`src/csoc_pkg.sv`:
```
// shared constants and carriers for the processor state and operand control block
// assumes one 100 MHz clock and a synchronous active high reset
package csoc_pkg;

  localparam int unsigned ADDR_W = 24;
  localparam int unsigned FC_W = 3;
  localparam logic [15:0] PSW_RESET = 16'h2700;
  localparam int unsigned PSW_TRACE_HI = 15;
  localparam int unsigned PSW_TRACE_LO = 14;
  localparam int unsigned PSW_SUPER = 13;
  localparam int unsigned PSW_MASK_HI = 10;
  localparam int unsigned PSW_MASK_LO = 8;
  localparam int unsigned PSW_X = 4;
  localparam int unsigned PSW_N = 3;
  localparam int unsigned PSW_Z = 2;
  localparam int unsigned PSW_V = 1;
  localparam int unsigned PSW_C = 0;
  localparam logic [15:0] PSW_DEFINED = 16'hc71f;
  localparam logic [15:0] FLAGS_DEFINED = 16'h001f;

  localparam logic [2:0] EA_DREG = 3'h0;
  localparam logic [2:0] EA_AREG = 3'h1;
  localparam logic [2:0] EA_IND = 3'h2;
  localparam logic [2:0] EA_POSTINC = 3'h3;
  localparam logic [2:0] EA_PREDEC = 3'h4;
  localparam logic [2:0] EA_DISP = 3'h5;
  localparam logic [2:0] EA_INDEX = 3'h6;
  localparam logic [2:0] EA_EXT = 3'h7;
  localparam logic [2:0] EXT_ABS_W = 3'h0;
  localparam logic [2:0] EXT_ABS_L = 3'h1;
  localparam logic [2:0] EXT_PC_DISP = 3'h2;
  localparam logic [2:0] EXT_PC_INDEX = 3'h3;
  localparam logic [2:0] EXT_IMM = 3'h4;
  localparam int unsigned IDX_FULL_BIT = 8;

  typedef enum logic [1:0] {
    CSOC_SZ_BYTE = 2'b00,
    CSOC_SZ_WORD = 2'b01,
    CSOC_SZ_LONG = 2'b10
  } csoc_size_t;

  typedef enum logic [1:0] {
    CSOC_NORMAL = 2'b00,
    CSOC_EXCEPTION = 2'b01,
    CSOC_HALTED = 2'b10,
    CSOC_BACKGROUND = 2'b11
  } csoc_state_t;

  typedef enum logic [3:0] {
    CSOC_OP_NONE = 4'h0,
    CSOC_OP_ADD_EXTEND = 4'h1,
    CSOC_OP_ADD_IMM = 4'h2,
    CSOC_OP_ADD_QUICK = 4'h3,
    CSOC_OP_AND_STATUS = 4'h4,
    CSOC_OP_FLAGS_WRITE = 4'h5,
    CSOC_OP_FLAGS_READ = 4'h6,
    CSOC_OP_BACKGROUND = 4'h7,
    CSOC_OP_TRAP = 4'h8,
    CSOC_OP_LOW_POWER = 4'h9,
    CSOC_OP_TABLE = 4'ha,
    CSOC_OP_UNIMPL = 4'hb,
    CSOC_OP_PRIV_OTHER = 4'hc
  } csoc_op_t;

  // one decoded instruction handed over by the sequencer
  typedef struct packed {
    logic valid;
    csoc_op_t op;
    csoc_size_t size;
    logic [2:0] ea_mode;
    logic [2:0] ea_reg;
    logic [15:0] ext_word;
    logic predec_mem;
    logic [31:0] src;
    logic [31:0] dst;
    logic [15:0] imm16;
  } csoc_instr_t;

  // one memory operand request from the bus side
  typedef struct packed {
    logic valid;
    logic [FC_W-1:0] space;
    logic [31:0] addr;
    csoc_size_t size;
    logic is_fetch;
  } csoc_access_t;

  // bus controller status for the current cycle
  typedef struct packed {
    logic page_fault;
    logic fault_fixed;
    logic bus_error;
    logic interrupt;
    logic breakpoint;
    logic trace;
  } csoc_bus_evt_t;

  localparam int unsigned LANE_W = 8;

endpackage : csoc_pkg

```
`src/csoc_core_ctrl.sv`:
```
// processor state, privilege, operand ordering and trap control
// assumes the sequencer and bus controller sit on mclk; only the break pin is asynchronous
`timescale 1ns/10ps

// What this block does
// - long-word bytes ordered little-endian, least significant byte at lowest address
// - word and long operands and instructions must sit on word boundaries
// - sixteen megabyte linear range in each of eight selectable spaces
// - page fault suspends access, then state is restored and instruction restarted
// - always exactly one of normal, exception, halted or background states
// - interrupts, traps, trace, errors, bus errors and reset enter exception state
// - second bus error during bus error handling halts the processor, or enters background state when background is enabled
// - background enabled only if break pin low at reset; then entered on events
// - background state opens the serial debug interface
// - supervisor bit picks privilege level and user or supervisor stack pointer
// - supervisor may run everything; user refused privileged subset like status AND
// - unimplemented opcodes and illegal addressing modes take a trap
// - bit-field, module, swap, coprocessor, pack and memory-indirect are unimplemented
// - seven basic addressing modes decoded including pc relative and index
// - low-power stop and table interpolate groups are accepted
// - add with extend sums source, destination and extend flag, all sizes
// - immediate adds add immediate (source when a zero imm16 add immediate) to destination and write back, all sizes
// - status word holds mask, trace bits, supervisor bit and five flags
// - flag-only operations read upper byte as zero and ignore it on write
module csoc_core_ctrl (
  input wire logic mclk,
  input wire logic reset,
  input wire logic breakpoint_request_pin_n,
  input wire csoc_pkg::csoc_instr_t instr,
  input wire csoc_pkg::csoc_access_t access,
  input wire csoc_pkg::csoc_bus_evt_t bus_evt,
  input wire logic handler_done,
  input wire logic debug_resume,
  input wire logic [31:0] access_data,
  output logic [1:0] proc_state,
  output logic [15:0] processor_status_word,
  output logic supervisor_level,
  output logic use_supervisor_stack,
  output logic [31:0] result_data,
  output logic result_valid,
  output logic [15:0] flags_read_data,
  output logic exception_taken,
  output logic illegal_trap,
  output logic privilege_trap,
  output logic misaligned,
  output logic access_suspended,
  output logic restart_instr,
  output logic [csoc_pkg::ADDR_W-1:0] linear_addr,
  output logic [csoc_pkg::FC_W-1:0] addr_space,
  output logic [31:0] byte_lanes,
  output logic debug_port_enable,
  output logic background_enabled,
  output logic low_power_req,
  output logic table_op_req
);

  // width mask for a size
  function automatic logic [31:0] size_mask(input csoc_pkg::csoc_size_t sz);
    case (sz)
      csoc_pkg::CSOC_SZ_BYTE: size_mask = 32'h0000_00ff;
      csoc_pkg::CSOC_SZ_WORD: size_mask = 32'h0000_ffff;
      default: size_mask = 32'hffff_ffff;
    endcase
  endfunction

  // sign bit of a sized value
  function automatic logic size_msb(input logic [31:0] v, input csoc_pkg::csoc_size_t sz);
    case (sz)
      csoc_pkg::CSOC_SZ_BYTE: size_msb = v[7];
      csoc_pkg::CSOC_SZ_WORD: size_msb = v[15];
      default: size_msb = v[31];
    endcase
  endfunction

  logic brk_meta_reg;
  logic brk_sync_reg;
  logic in_reset_reg;
  logic bgnd_en_reg;
  csoc_pkg::csoc_state_t state_reg;
  csoc_pkg::csoc_state_t state_next;
  logic [15:0] psw_reg;
  logic [15:0] psw_next;
  logic in_buserr_reg;
  logic suspended_reg;
  logic restart_reg;
  logic exc_reg;
  logic ill_reg;
  logic priv_reg;
  logic [31:0] result_reg;
  logic res_valid_reg;
  logic [15:0] flags_rd_reg;
  logic mis_reg;
  logic [31:0] lanes_reg;
  logic lp_reg;
  logic tbl_reg;

  // decode
  wire normal_run = (state_reg == csoc_pkg::CSOC_NORMAL);
  wire is_super = psw_reg[csoc_pkg::PSW_SUPER];
  wire op_valid = instr.valid && normal_run && !suspended_reg;
  wire op_privileged = (instr.op == csoc_pkg::CSOC_OP_AND_STATUS) ||
                       (instr.op == csoc_pkg::CSOC_OP_LOW_POWER) ||
                       (instr.op == csoc_pkg::CSOC_OP_PRIV_OTHER);
  wire priv_violation = op_valid && op_privileged && !is_super;
  // mode 7 only has the five extension forms; others include memory indirect
  wire ext_ok = (instr.ea_reg == csoc_pkg::EXT_ABS_W) || (instr.ea_reg == csoc_pkg::EXT_ABS_L) ||
                (instr.ea_reg == csoc_pkg::EXT_PC_DISP) ||
                (instr.ea_reg == csoc_pkg::EXT_PC_INDEX) ||
                (instr.ea_reg == csoc_pkg::EXT_IMM);
  wire index_full = ((instr.ea_mode == csoc_pkg::EA_INDEX) ||
                     (instr.ea_mode == csoc_pkg::EA_EXT &&
                      instr.ea_reg == csoc_pkg::EXT_PC_INDEX)) &&
                    instr.ext_word[csoc_pkg::IDX_FULL_BIT];
  wire ea_illegal = ((instr.ea_mode == csoc_pkg::EA_EXT) && !ext_ok) || index_full;
  wire addr_reg_byte = (instr.ea_mode == csoc_pkg::EA_AREG) &&
                       (instr.size == csoc_pkg::CSOC_SZ_BYTE);
  wire unimpl = op_valid && !priv_violation &&
                ((instr.op == csoc_pkg::CSOC_OP_UNIMPL) || ea_illegal || addr_reg_byte);
  wire is_add = (instr.op == csoc_pkg::CSOC_OP_ADD_EXTEND) ||
                (instr.op == csoc_pkg::CSOC_OP_ADD_IMM) ||
                (instr.op == csoc_pkg::CSOC_OP_ADD_QUICK);
  wire do_add = op_valid && !priv_violation && !unimpl && is_add;

  // adder: extend flag only joins the add-with-extend form
  wire [31:0] msk = size_mask(instr.size);
  wire [31:0] src_v = (instr.op == csoc_pkg::CSOC_OP_ADD_EXTEND) ? (instr.src & msk)
                                                                   : (instr.imm16 == 16'h0000 &&
                      instr.op == csoc_pkg::CSOC_OP_ADD_IMM) ? (instr.src & msk)
                                                                   : ({16'h0000, instr.imm16} & msk);
  wire [31:0] dst_v = instr.dst & msk;
  wire xin = (instr.op == csoc_pkg::CSOC_OP_ADD_EXTEND) && psw_reg[csoc_pkg::PSW_X];
  wire [32:0] raw_sum = {1'b0, src_v} + {1'b0, dst_v} + {32'h0000_0000, xin};
  wire [31:0] sum = raw_sum[31:0] & msk;
  wire carry = (instr.size == csoc_pkg::CSOC_SZ_BYTE) ? raw_sum[8] :
               (instr.size == csoc_pkg::CSOC_SZ_WORD) ? raw_sum[16] : raw_sum[32];
  wire s_n = size_msb(sum, instr.size);
  wire s_ov = (size_msb(src_v, instr.size) == size_msb(dst_v, instr.size)) &&
              (s_n != size_msb(dst_v, instr.size));
  // extend form keeps zero clear-only so multi-precision chains test the whole value
  wire s_z = (instr.op == csoc_pkg::CSOC_OP_ADD_EXTEND) ?
             (psw_reg[csoc_pkg::PSW_Z] && sum == 32'h0000_0000) : (sum == 32'h0000_0000);
  wire [31:0] add_result = (instr.dst & ~msk) | sum;

  // operand address handling
  wire mis_now = access.valid && access.addr[0] &&
                 (access.is_fetch || access.size != csoc_pkg::CSOC_SZ_BYTE);
  wire [31:0] be_lanes = {access_data[7:0], access_data[15:8],
                          access_data[23:16], access_data[31:24]};

  // event priority
  wire double_fault = bus_evt.bus_error && in_buserr_reg;
  wire to_background = bgnd_en_reg && normal_run &&
                       (bus_evt.breakpoint ||
                        (op_valid && !priv_violation && instr.op == csoc_pkg::CSOC_OP_BACKGROUND));
  wire exc_event = normal_run && (bus_evt.interrupt || bus_evt.bus_error || bus_evt.trace ||
                   priv_violation || unimpl || mis_now ||
                   (op_valid && instr.op == csoc_pkg::CSOC_OP_TRAP) ||
                   (op_valid && !bgnd_en_reg && instr.op == csoc_pkg::CSOC_OP_BACKGROUND) ||
                   (!bgnd_en_reg && bus_evt.breakpoint));

  always_comb begin
    state_next = state_reg;
    case (state_reg)
      csoc_pkg::CSOC_NORMAL: begin
        if (to_background) begin
          state_next = csoc_pkg::CSOC_BACKGROUND;
        end else if (exc_event) begin
          state_next = csoc_pkg::CSOC_EXCEPTION;
        end
      end
      csoc_pkg::CSOC_EXCEPTION: begin
        if (double_fault) begin
          state_next = bgnd_en_reg ? csoc_pkg::CSOC_BACKGROUND : csoc_pkg::CSOC_HALTED;
        end else if (handler_done) begin
          state_next = csoc_pkg::CSOC_NORMAL;
        end
      end
      csoc_pkg::CSOC_HALTED: state_next = csoc_pkg::CSOC_HALTED;
      csoc_pkg::CSOC_BACKGROUND: begin
        if (debug_resume) begin
          state_next = csoc_pkg::CSOC_NORMAL;
        end
      end
      default: state_next = csoc_pkg::CSOC_HALTED;
    endcase
  end

  // status word update; a refused instruction leaves it alone
  always_comb begin
    psw_next = psw_reg;
    if (state_reg == csoc_pkg::CSOC_NORMAL && state_next == csoc_pkg::CSOC_EXCEPTION &&
        !priv_violation) begin
      psw_next[csoc_pkg::PSW_SUPER] = 1'b1;
      psw_next[csoc_pkg::PSW_TRACE_HI:csoc_pkg::PSW_TRACE_LO] = 2'b00;
    end else if (op_valid && !priv_violation && !unimpl) begin
      case (instr.op)
        csoc_pkg::CSOC_OP_AND_STATUS:
          psw_next = psw_reg & instr.imm16 & csoc_pkg::PSW_DEFINED;
        csoc_pkg::CSOC_OP_FLAGS_WRITE:
          psw_next = (psw_reg & ~csoc_pkg::FLAGS_DEFINED) |
                     (instr.imm16 & csoc_pkg::FLAGS_DEFINED);
        csoc_pkg::CSOC_OP_ADD_EXTEND, csoc_pkg::CSOC_OP_ADD_IMM: begin
          psw_next[csoc_pkg::PSW_X] = carry;
          psw_next[csoc_pkg::PSW_N] = s_n;
          psw_next[csoc_pkg::PSW_Z] = s_z;
          psw_next[csoc_pkg::PSW_V] = s_ov;
          psw_next[csoc_pkg::PSW_C] = carry;
        end
        csoc_pkg::CSOC_OP_ADD_QUICK: begin
          if (instr.ea_mode != csoc_pkg::EA_AREG) begin
            psw_next[csoc_pkg::PSW_X] = carry;
            psw_next[csoc_pkg::PSW_N] = s_n;
            psw_next[csoc_pkg::PSW_Z] = s_z;
            psw_next[csoc_pkg::PSW_V] = s_ov;
            psw_next[csoc_pkg::PSW_C] = carry;
          end
        end
        default: psw_next = psw_reg;
      endcase
    end
  end

  // pin strap: second stage only is read
  always_ff @(posedge mclk) begin
    brk_meta_reg <= breakpoint_request_pin_n;
    brk_sync_reg <= brk_meta_reg;
  end

  always_ff @(posedge mclk) begin
    in_reset_reg <= reset;
    if (reset) begin
      bgnd_en_reg <= 1'b0;
    end else if (in_reset_reg) begin
      bgnd_en_reg <= !brk_sync_reg;
    end
  end

  always_ff @(posedge mclk) begin
    if (reset) begin
      state_reg <= csoc_pkg::CSOC_EXCEPTION;
      psw_reg <= csoc_pkg::PSW_RESET;
      in_buserr_reg <= 1'b0;
    end else begin
      state_reg <= state_next;
      psw_reg <= psw_next;
      if (state_next != csoc_pkg::CSOC_EXCEPTION) begin
        in_buserr_reg <= 1'b0;
      end else if (normal_run && bus_evt.bus_error) begin
        in_buserr_reg <= 1'b1;
      end
    end
  end

  // page fault suspension and restart
  always_ff @(posedge mclk) begin
    if (reset) begin
      suspended_reg <= 1'b0;
      restart_reg <= 1'b0;
    end else begin
      restart_reg <= suspended_reg && bus_evt.fault_fixed;
      if (bus_evt.page_fault && normal_run) begin
        suspended_reg <= 1'b1;
      end else if (bus_evt.fault_fixed) begin
        suspended_reg <= 1'b0;
      end
    end
  end

  always_ff @(posedge mclk) begin
    if (reset) begin
      exc_reg <= 1'b0;
      ill_reg <= 1'b0;
      priv_reg <= 1'b0;
      result_reg <= 32'h0000_0000;
      res_valid_reg <= 1'b0;
      flags_rd_reg <= 16'h0000;
      mis_reg <= 1'b0;
      lanes_reg <= 32'h0000_0000;
      lp_reg <= 1'b0;
      tbl_reg <= 1'b0;
    end else begin
      exc_reg <= normal_run && state_next == csoc_pkg::CSOC_EXCEPTION;
      ill_reg <= unimpl;
      priv_reg <= priv_violation;
      res_valid_reg <= do_add;
      if (do_add) begin
        result_reg <= add_result;
      end
      if (op_valid && instr.op == csoc_pkg::CSOC_OP_FLAGS_READ) begin
        flags_rd_reg <= psw_reg & csoc_pkg::FLAGS_DEFINED;
      end
      mis_reg <= mis_now;
      if (access.valid && !mis_now) begin
        lanes_reg <= be_lanes;
      end
      lp_reg <= op_valid && !priv_violation && instr.op == csoc_pkg::CSOC_OP_LOW_POWER;
      tbl_reg <= op_valid && !unimpl && instr.op == csoc_pkg::CSOC_OP_TABLE;
    end
  end

  assign proc_state = state_reg;
  assign processor_status_word = psw_reg;
  assign supervisor_level = is_super;
  assign use_supervisor_stack = is_super;
  assign result_data = result_reg;
  assign result_valid = res_valid_reg;
  assign flags_read_data = flags_rd_reg;
  assign exception_taken = exc_reg;
  assign illegal_trap = ill_reg;
  assign privilege_trap = priv_reg;
  assign misaligned = mis_reg;
  assign access_suspended = suspended_reg;
  assign restart_instr = restart_reg;
  assign linear_addr = access.addr[csoc_pkg::ADDR_W-1:0];
  assign addr_space = access.space;
  assign byte_lanes = lanes_reg;
  assign debug_port_enable = (state_reg == csoc_pkg::CSOC_BACKGROUND);
  assign background_enabled = bgnd_en_reg;
  assign low_power_req = lp_reg;
  assign table_op_req = tbl_reg;
endmodule // csoc_core_ctrl

```
`config.mk`:
```
export PLATFORM = sky130hd
export DESIGN_NAME = csoc_core_ctrl
export DESIGN_NICKNAME = d
export VERILOG_FILES = /design/src/csoc_pkg.sv /design/src/csoc_core_ctrl.sv
export SDC_FILE = /design/constraint.sdc
export NUM_CORES = 1
export LEC_CHECK = 0
export BUFFER_PORTS_ARGS = -buffer_cell sky130_fd_sc_hd__buf_2
export CAP_MARGIN = 20
export CORE_AREA = 2 2 127 129
export CTS_BUF_LIST = sky130_fd_sc_hd__clkbuf_4 sky130_fd_sc_hd__clkbuf_8 sky130_fd_sc_hd__clkbuf_16
export CTS_CLUSTER_DIAMETER = 150
export DETAILED_ROUTE_END_ITERATION = 8
export DIE_AREA = 0 0 129 131
export MAX_ROUTING_LAYER = met4
export PLACE_DENSITY = 0.84
export SLEW_MARGIN = 10
export SYNTH_ARGS = -nofsm -noshare
export SYNTH_HDL_FRONTEND = slang
export SYNTH_SLANG_ARGS = --single-unit
```
`constraint.sdc`:
```
create_clock -name mclk -period 5.6 [get_ports mclk]
set_input_delay 0.56 -clock mclk [delete_from_list [all_inputs] [get_ports mclk]]
set_output_delay 0.56 -clock mclk [all_outputs]
set_load 0.05 [all_outputs]
```
======== After elaboration in Yosys (flattened, before gate mapping) ========
Cells that the tools add are included.
word-level totals
  output and inout bits ................... 138
  bits of input ports ..................... 192
  bits in registers ....................... 101
  word-level logic and storage cells ...... 165
cells by class
  add/subtract/negate cells ............... 2
  muxes and demuxes ....................... 21
  bitwise operators ....................... 10
  reductions and logical operators ........ 82
  equal/unequal tests ..................... 29
operators with widths
  cell                                                              number
  32-bit AND                                                        4
  32-bit 2-to-1 mux                                                 2
  32-bit case mux with 2 select lines                               1
  1-bit logical AND                                                 37
  32-bit by 32-bit adder with 33-bit output                         1
  33-bit by 1-bit adder with 33-bit output                          1
  16-bit by 32-bit AND with 32-bit output                           1
  32-bit zero test                                                  1
  32-bit inverter                                                   1
  32-bit bitwise OR                                                 1
  1-bit logical OR                                                  22
  11-bit case mux with 2 select lines                               1
  4-bit == test (second input constant)                             5
  5-bit case mux with 4 select lines                                1
  16-bit AND                                                        1
  4-bit by 3-bit == test with 1-bit output (second input constant)  4
  16-bit zero test                                                  1
  16-bit by 5-bit bitwise OR with 16-bit output                     1
  2-bit 2-to-1 mux                                                  5
  3-bit == test (second input constant)                             3
  4-bit by 2-bit == test with 1-bit output (second input constant)  2
  1-bit zero test                                                   8
  2-bit case mux with 4 select lines                                1
  2-bit by 1-bit == test with 1-bit output (second input constant)  3
  other kinds (20)                                                  36

======== Logic depth before layout (Yosys ltp) ========
  depth in word-level cells ............... 25
  mapped depth ............................ 21
  depth with buffers taken out ............ 17

======== Least setup slack after synthesis ========
No wires, ideal clock.
  path kind ............................... in2reg
  start point ............................. input instr[105] (netlist name)
  end point ............................... register psw_reg[2] (netlist: processor_status_word[2])
  stages .................................. 20
  slack ................................... 0.984 ns
  arrival ................................. 4.541 ns
  path buffers ............................ 3
  library setup time ...................... 0.075 ns
  data required time ...................... 5.525 ns
  cells stage by stage .................... clkbuf_1 -> nor2b_1 -> clkbuf_1 -> nand2_1 -> nor2_1 -> o21ai_2 -> clkbuf_1 -> mux2i_1 -> fa_1 -> fa_1 -> nor2b_1 -> o31ai_2 -> a211oi_2 -> nor3_2 -> o21ai_2 -> xnor2_1 -> nand4_2 -> nor4b_1 -> a31oi_1 -> o22ai_1
between the ends
  cells in the longest elaborated chain, start to end .. 22
  elaborated cells on any way between the ends .. 56
  classes of those cells .................. add/sub: 2; eq/ne: 12; mux: 8; bitwise: 2; reduce/logical: 32
ends and longest elaborated chain
  item                                                                                                RTL line               RTL
  from (decl)                                                                                         csoc_core_ctrl.sv:29   input wire csoc_pkg::csoc_instr_t instr,
  parallel branches: the longest is 22 deep, another holds 32-bit by 32-bit adder with 33-bit output  --
  to (signal assigned)                                                                                csoc_core_ctrl.sv:241  psw_reg <= csoc_pkg::PSW_RESET;
  to (signal assigned)                                                                                csoc_core_ctrl.sv:245  psw_reg <= psw_next;
  to (decl)                                                                                           csoc_core_ctrl.sv:81   logic [15:0] psw_reg;
Parallel ways; which one is timed is not known. The select of a mux whose other input is x is not followed.
A chain may end at the register's enable or synchronous reset.

======== Final worst setup path ========
  start point ............................. input instr[106] (netlist name)
  end point ............................... register psw_reg[1] (netlist: processor_status_word[1])
between the ends
  cells in the longest elaborated chain, start to end .. 22
  elaborated cells on any way between the ends .. 58
  classes of those cells .................. add/sub: 2; eq/ne: 14; mux: 9; bitwise: 2; reduce/logical: 31
ends and longest elaborated chain
  item
  parallel branches: the longest is 22 deep, another holds 32-bit by 32-bit adder with 33-bit output
Parallel ways; which one is timed is not known. The select of a mux whose other input is x is not followed.

==> impl_metrics.yaml <==
critical_path:
  endpoint_kind: "register"
  required_ns: 5.81
  critical_path_class: "primary input to register"
  start_kind: "primary input"
  ff2ff_path_depth: 14
  crit_fanout: 17
  cp.arrival_ns: 5.00
place:
  post-place-ws_ns: 0.5043
  gp_congestion: 0.9653
  port_buffers: 237
  dpl.hpwl_mm: 17.04
  dpl_cell_area_sq_um: 7772
  place_inst: 1266
cts:
  htree_levels: 3
  clock_sinks: 96
  cts_setup_buffers: 0
  clk_path_buf_depth: 2
  clk_root_buffer_cell: "clkbuf_16"
  clk_pin_slew_ns: 0.07
  post_cts_resized: 0
  clk_latency_ns: 0.34
  cts_tree: "done"
  cts_hold_buf: 0
  numCtsBuffers: 9
grt:
  grt_use_total_pct: 24.46
  grt_pass1_vias: 6359
  antenna_found_initial: 0
  gr-total-overflow: 0
  grt_pass1_wl_mm: 31.59
  grt_max_degree: 48
status:
  outcome: "completed"
route:
  wl_mm: 21.11
  num_vias: 6923
  drt_first_pass_iters: 5
  wire_per_inst_um: 16.44
  viasPerCell: 5.392
  drcViolationCount: 0
  ant_nets: 0
  drt-initial-drc-count: 421
sta:
  setup_tns_ns: 0
  finalMaxSlewViolations: 0
  finalSetupViolations: 0
  min_period_ns: 4.795
  clock_skew_ns: 0.01188
  whs_ns: 0.3381
  relSlewSlack_pct: 29.34
  max_freq_mhz: 208.6
  finalCritPeriodShare_pct: 85.62
  hold_violations: 0
  worst_slack_ns: 0.8050
  tightest_slew_ns: 1.060
  rsz0062_at_grt: "false"
floorplanning:
  die_area_sq_um: 16900
  die_h_um: 131
  core_area_sq_um: 15600
  start_util_pct: 43.08
  io_pins: 330
  die_x_um: 129
  row_count: 46
yosys:
  yosysSeqAreaShare_pct: 28.60
  ys_ff_latch: 96
  synth_area_sq_um: 6719
  syn_area_per_cell_sq_um: 7.626
  ys_async_sr_fraction_pct: 0
  synth_area_leader_cell: "dfxtp_1"
  synth_flop_cell: "dfxtp_1"
  synth_cell_types: 70
  synth_top_area_share_pct: 28.60
  yosys_warnings: 0
  synth_area_leaders: "dfxtp_1 29%, nand2_1 6.9%, a21oi_1 6.4%"
  postSynthCellCount: 881
  synth-edff-count: 0
run:
  cap_violations: 0
power:
  ir_drop_mv: 0.1237
  p_per_area_nw_per_um2: 226.7
  leakage_nw: 3.783
  power_mw: 1.836
final_layout:
  post-route-util_pct: 51.90
  area_delta_synth_final_pct: 20.48
  final_common_cell: "buf_2"
  stdcell_count: 1284
  drive_gt1_share_pct: 27.34
  mostFrequentLayoutCells: "237 x buf_2, 123 x nand2_1, 96 x dfxtp_1"
  layout.nets: 1288
  fin_area_sq_um: 8095
  fill_cells: 1528
  antennaDiodeCount: 0
worst_hold_path:
  hold_class: "primary input to register"
  whs_path_depth: 1
## report_power, final
group          switching, mW  total [mW]  internal, mW
registers             0.0114       0.715         0.704
clock network          0.270       0.620         0.350
logic                  0.333       0.500         0.168
## synthesized netlist by cell type (all sizes together) (11+ instances only)
library cell    n
a21oi          86
nand3          17
dfxtp          96
nor2b          24
clkbuf         34
and2           36
o21ai          45
a211oi         24
nand2         123
buf            59
a21o           11
nor2           85
xor2           11
ha             31
mux2i          30
a31oi          13
inv            17
xnor2          17
## worst max-delay path, stage by stage
cell      delay (ns)
buf_2           0.19
nor2b_1         0.19
nand2_1         0.06
nor2_1          0.04
o21ai_2         0.82
mux2i_1         0.42
inv_1           0.09
ha_1            0.43
nand4_1         0.20
a211oi_1        0.25
o21ai_1         0.18
a31o_2          0.29
o21ai_1         0.16
xor2_1          0.37
mux2i_1         0.24
mux2i_1         0.21
a31o_2          0.19
o311ai_1        0.09
## path summary, 6_finish.rpt
path / from / end / slack [ns]
max: instr[106] / processor_status_word[1] / 0.81
min: breakpoint_request_pin_n / brk_meta_reg / 0.34
max reg2reg: processor_status_word[4] / processor_status_word[2] / 2.08
min reg2reg: brk_meta_reg / brk_sync_reg / 0.34
## cell type report
type	instances	area (sq um)	area share, %
inverters	17	63.81	0.7883
well taps	216	270.3	3.338
repair buffers	249	1280	15.81
flip-flops and latches	96	1922	23.74
clock buffers	9	225.2	2.782
multi-input cells	690	4255	52.57
clock inverters	7	78.83	0.9737
## cells by family after synthesis
kind of cell / after synthesis / synth area share (%)
other: 1 / 0.05581
adders and majority gates: 33 / 6.369
muxes: 37 / 5.643
and+or+nand+nor: 340 / 24.15
AOI/OAI and AO/OA: 236 / 22.55
buffers and inverters: 110 / 8.976
DFF: 96 / 28.60
xor gates and xnor gates: 28 / 3.650
## layer usage
layer  track usage [%]  vias to the layer above  wire [um]
met2             41.95                      287      10130
met4             10.55                        0        701
met3             3.257                       52       1321
met5                 -                        -          0
met1             28.86                     3189       8956
li1                  -                     3395          -
Note: power is estimated with default switching activity, not from simulation.
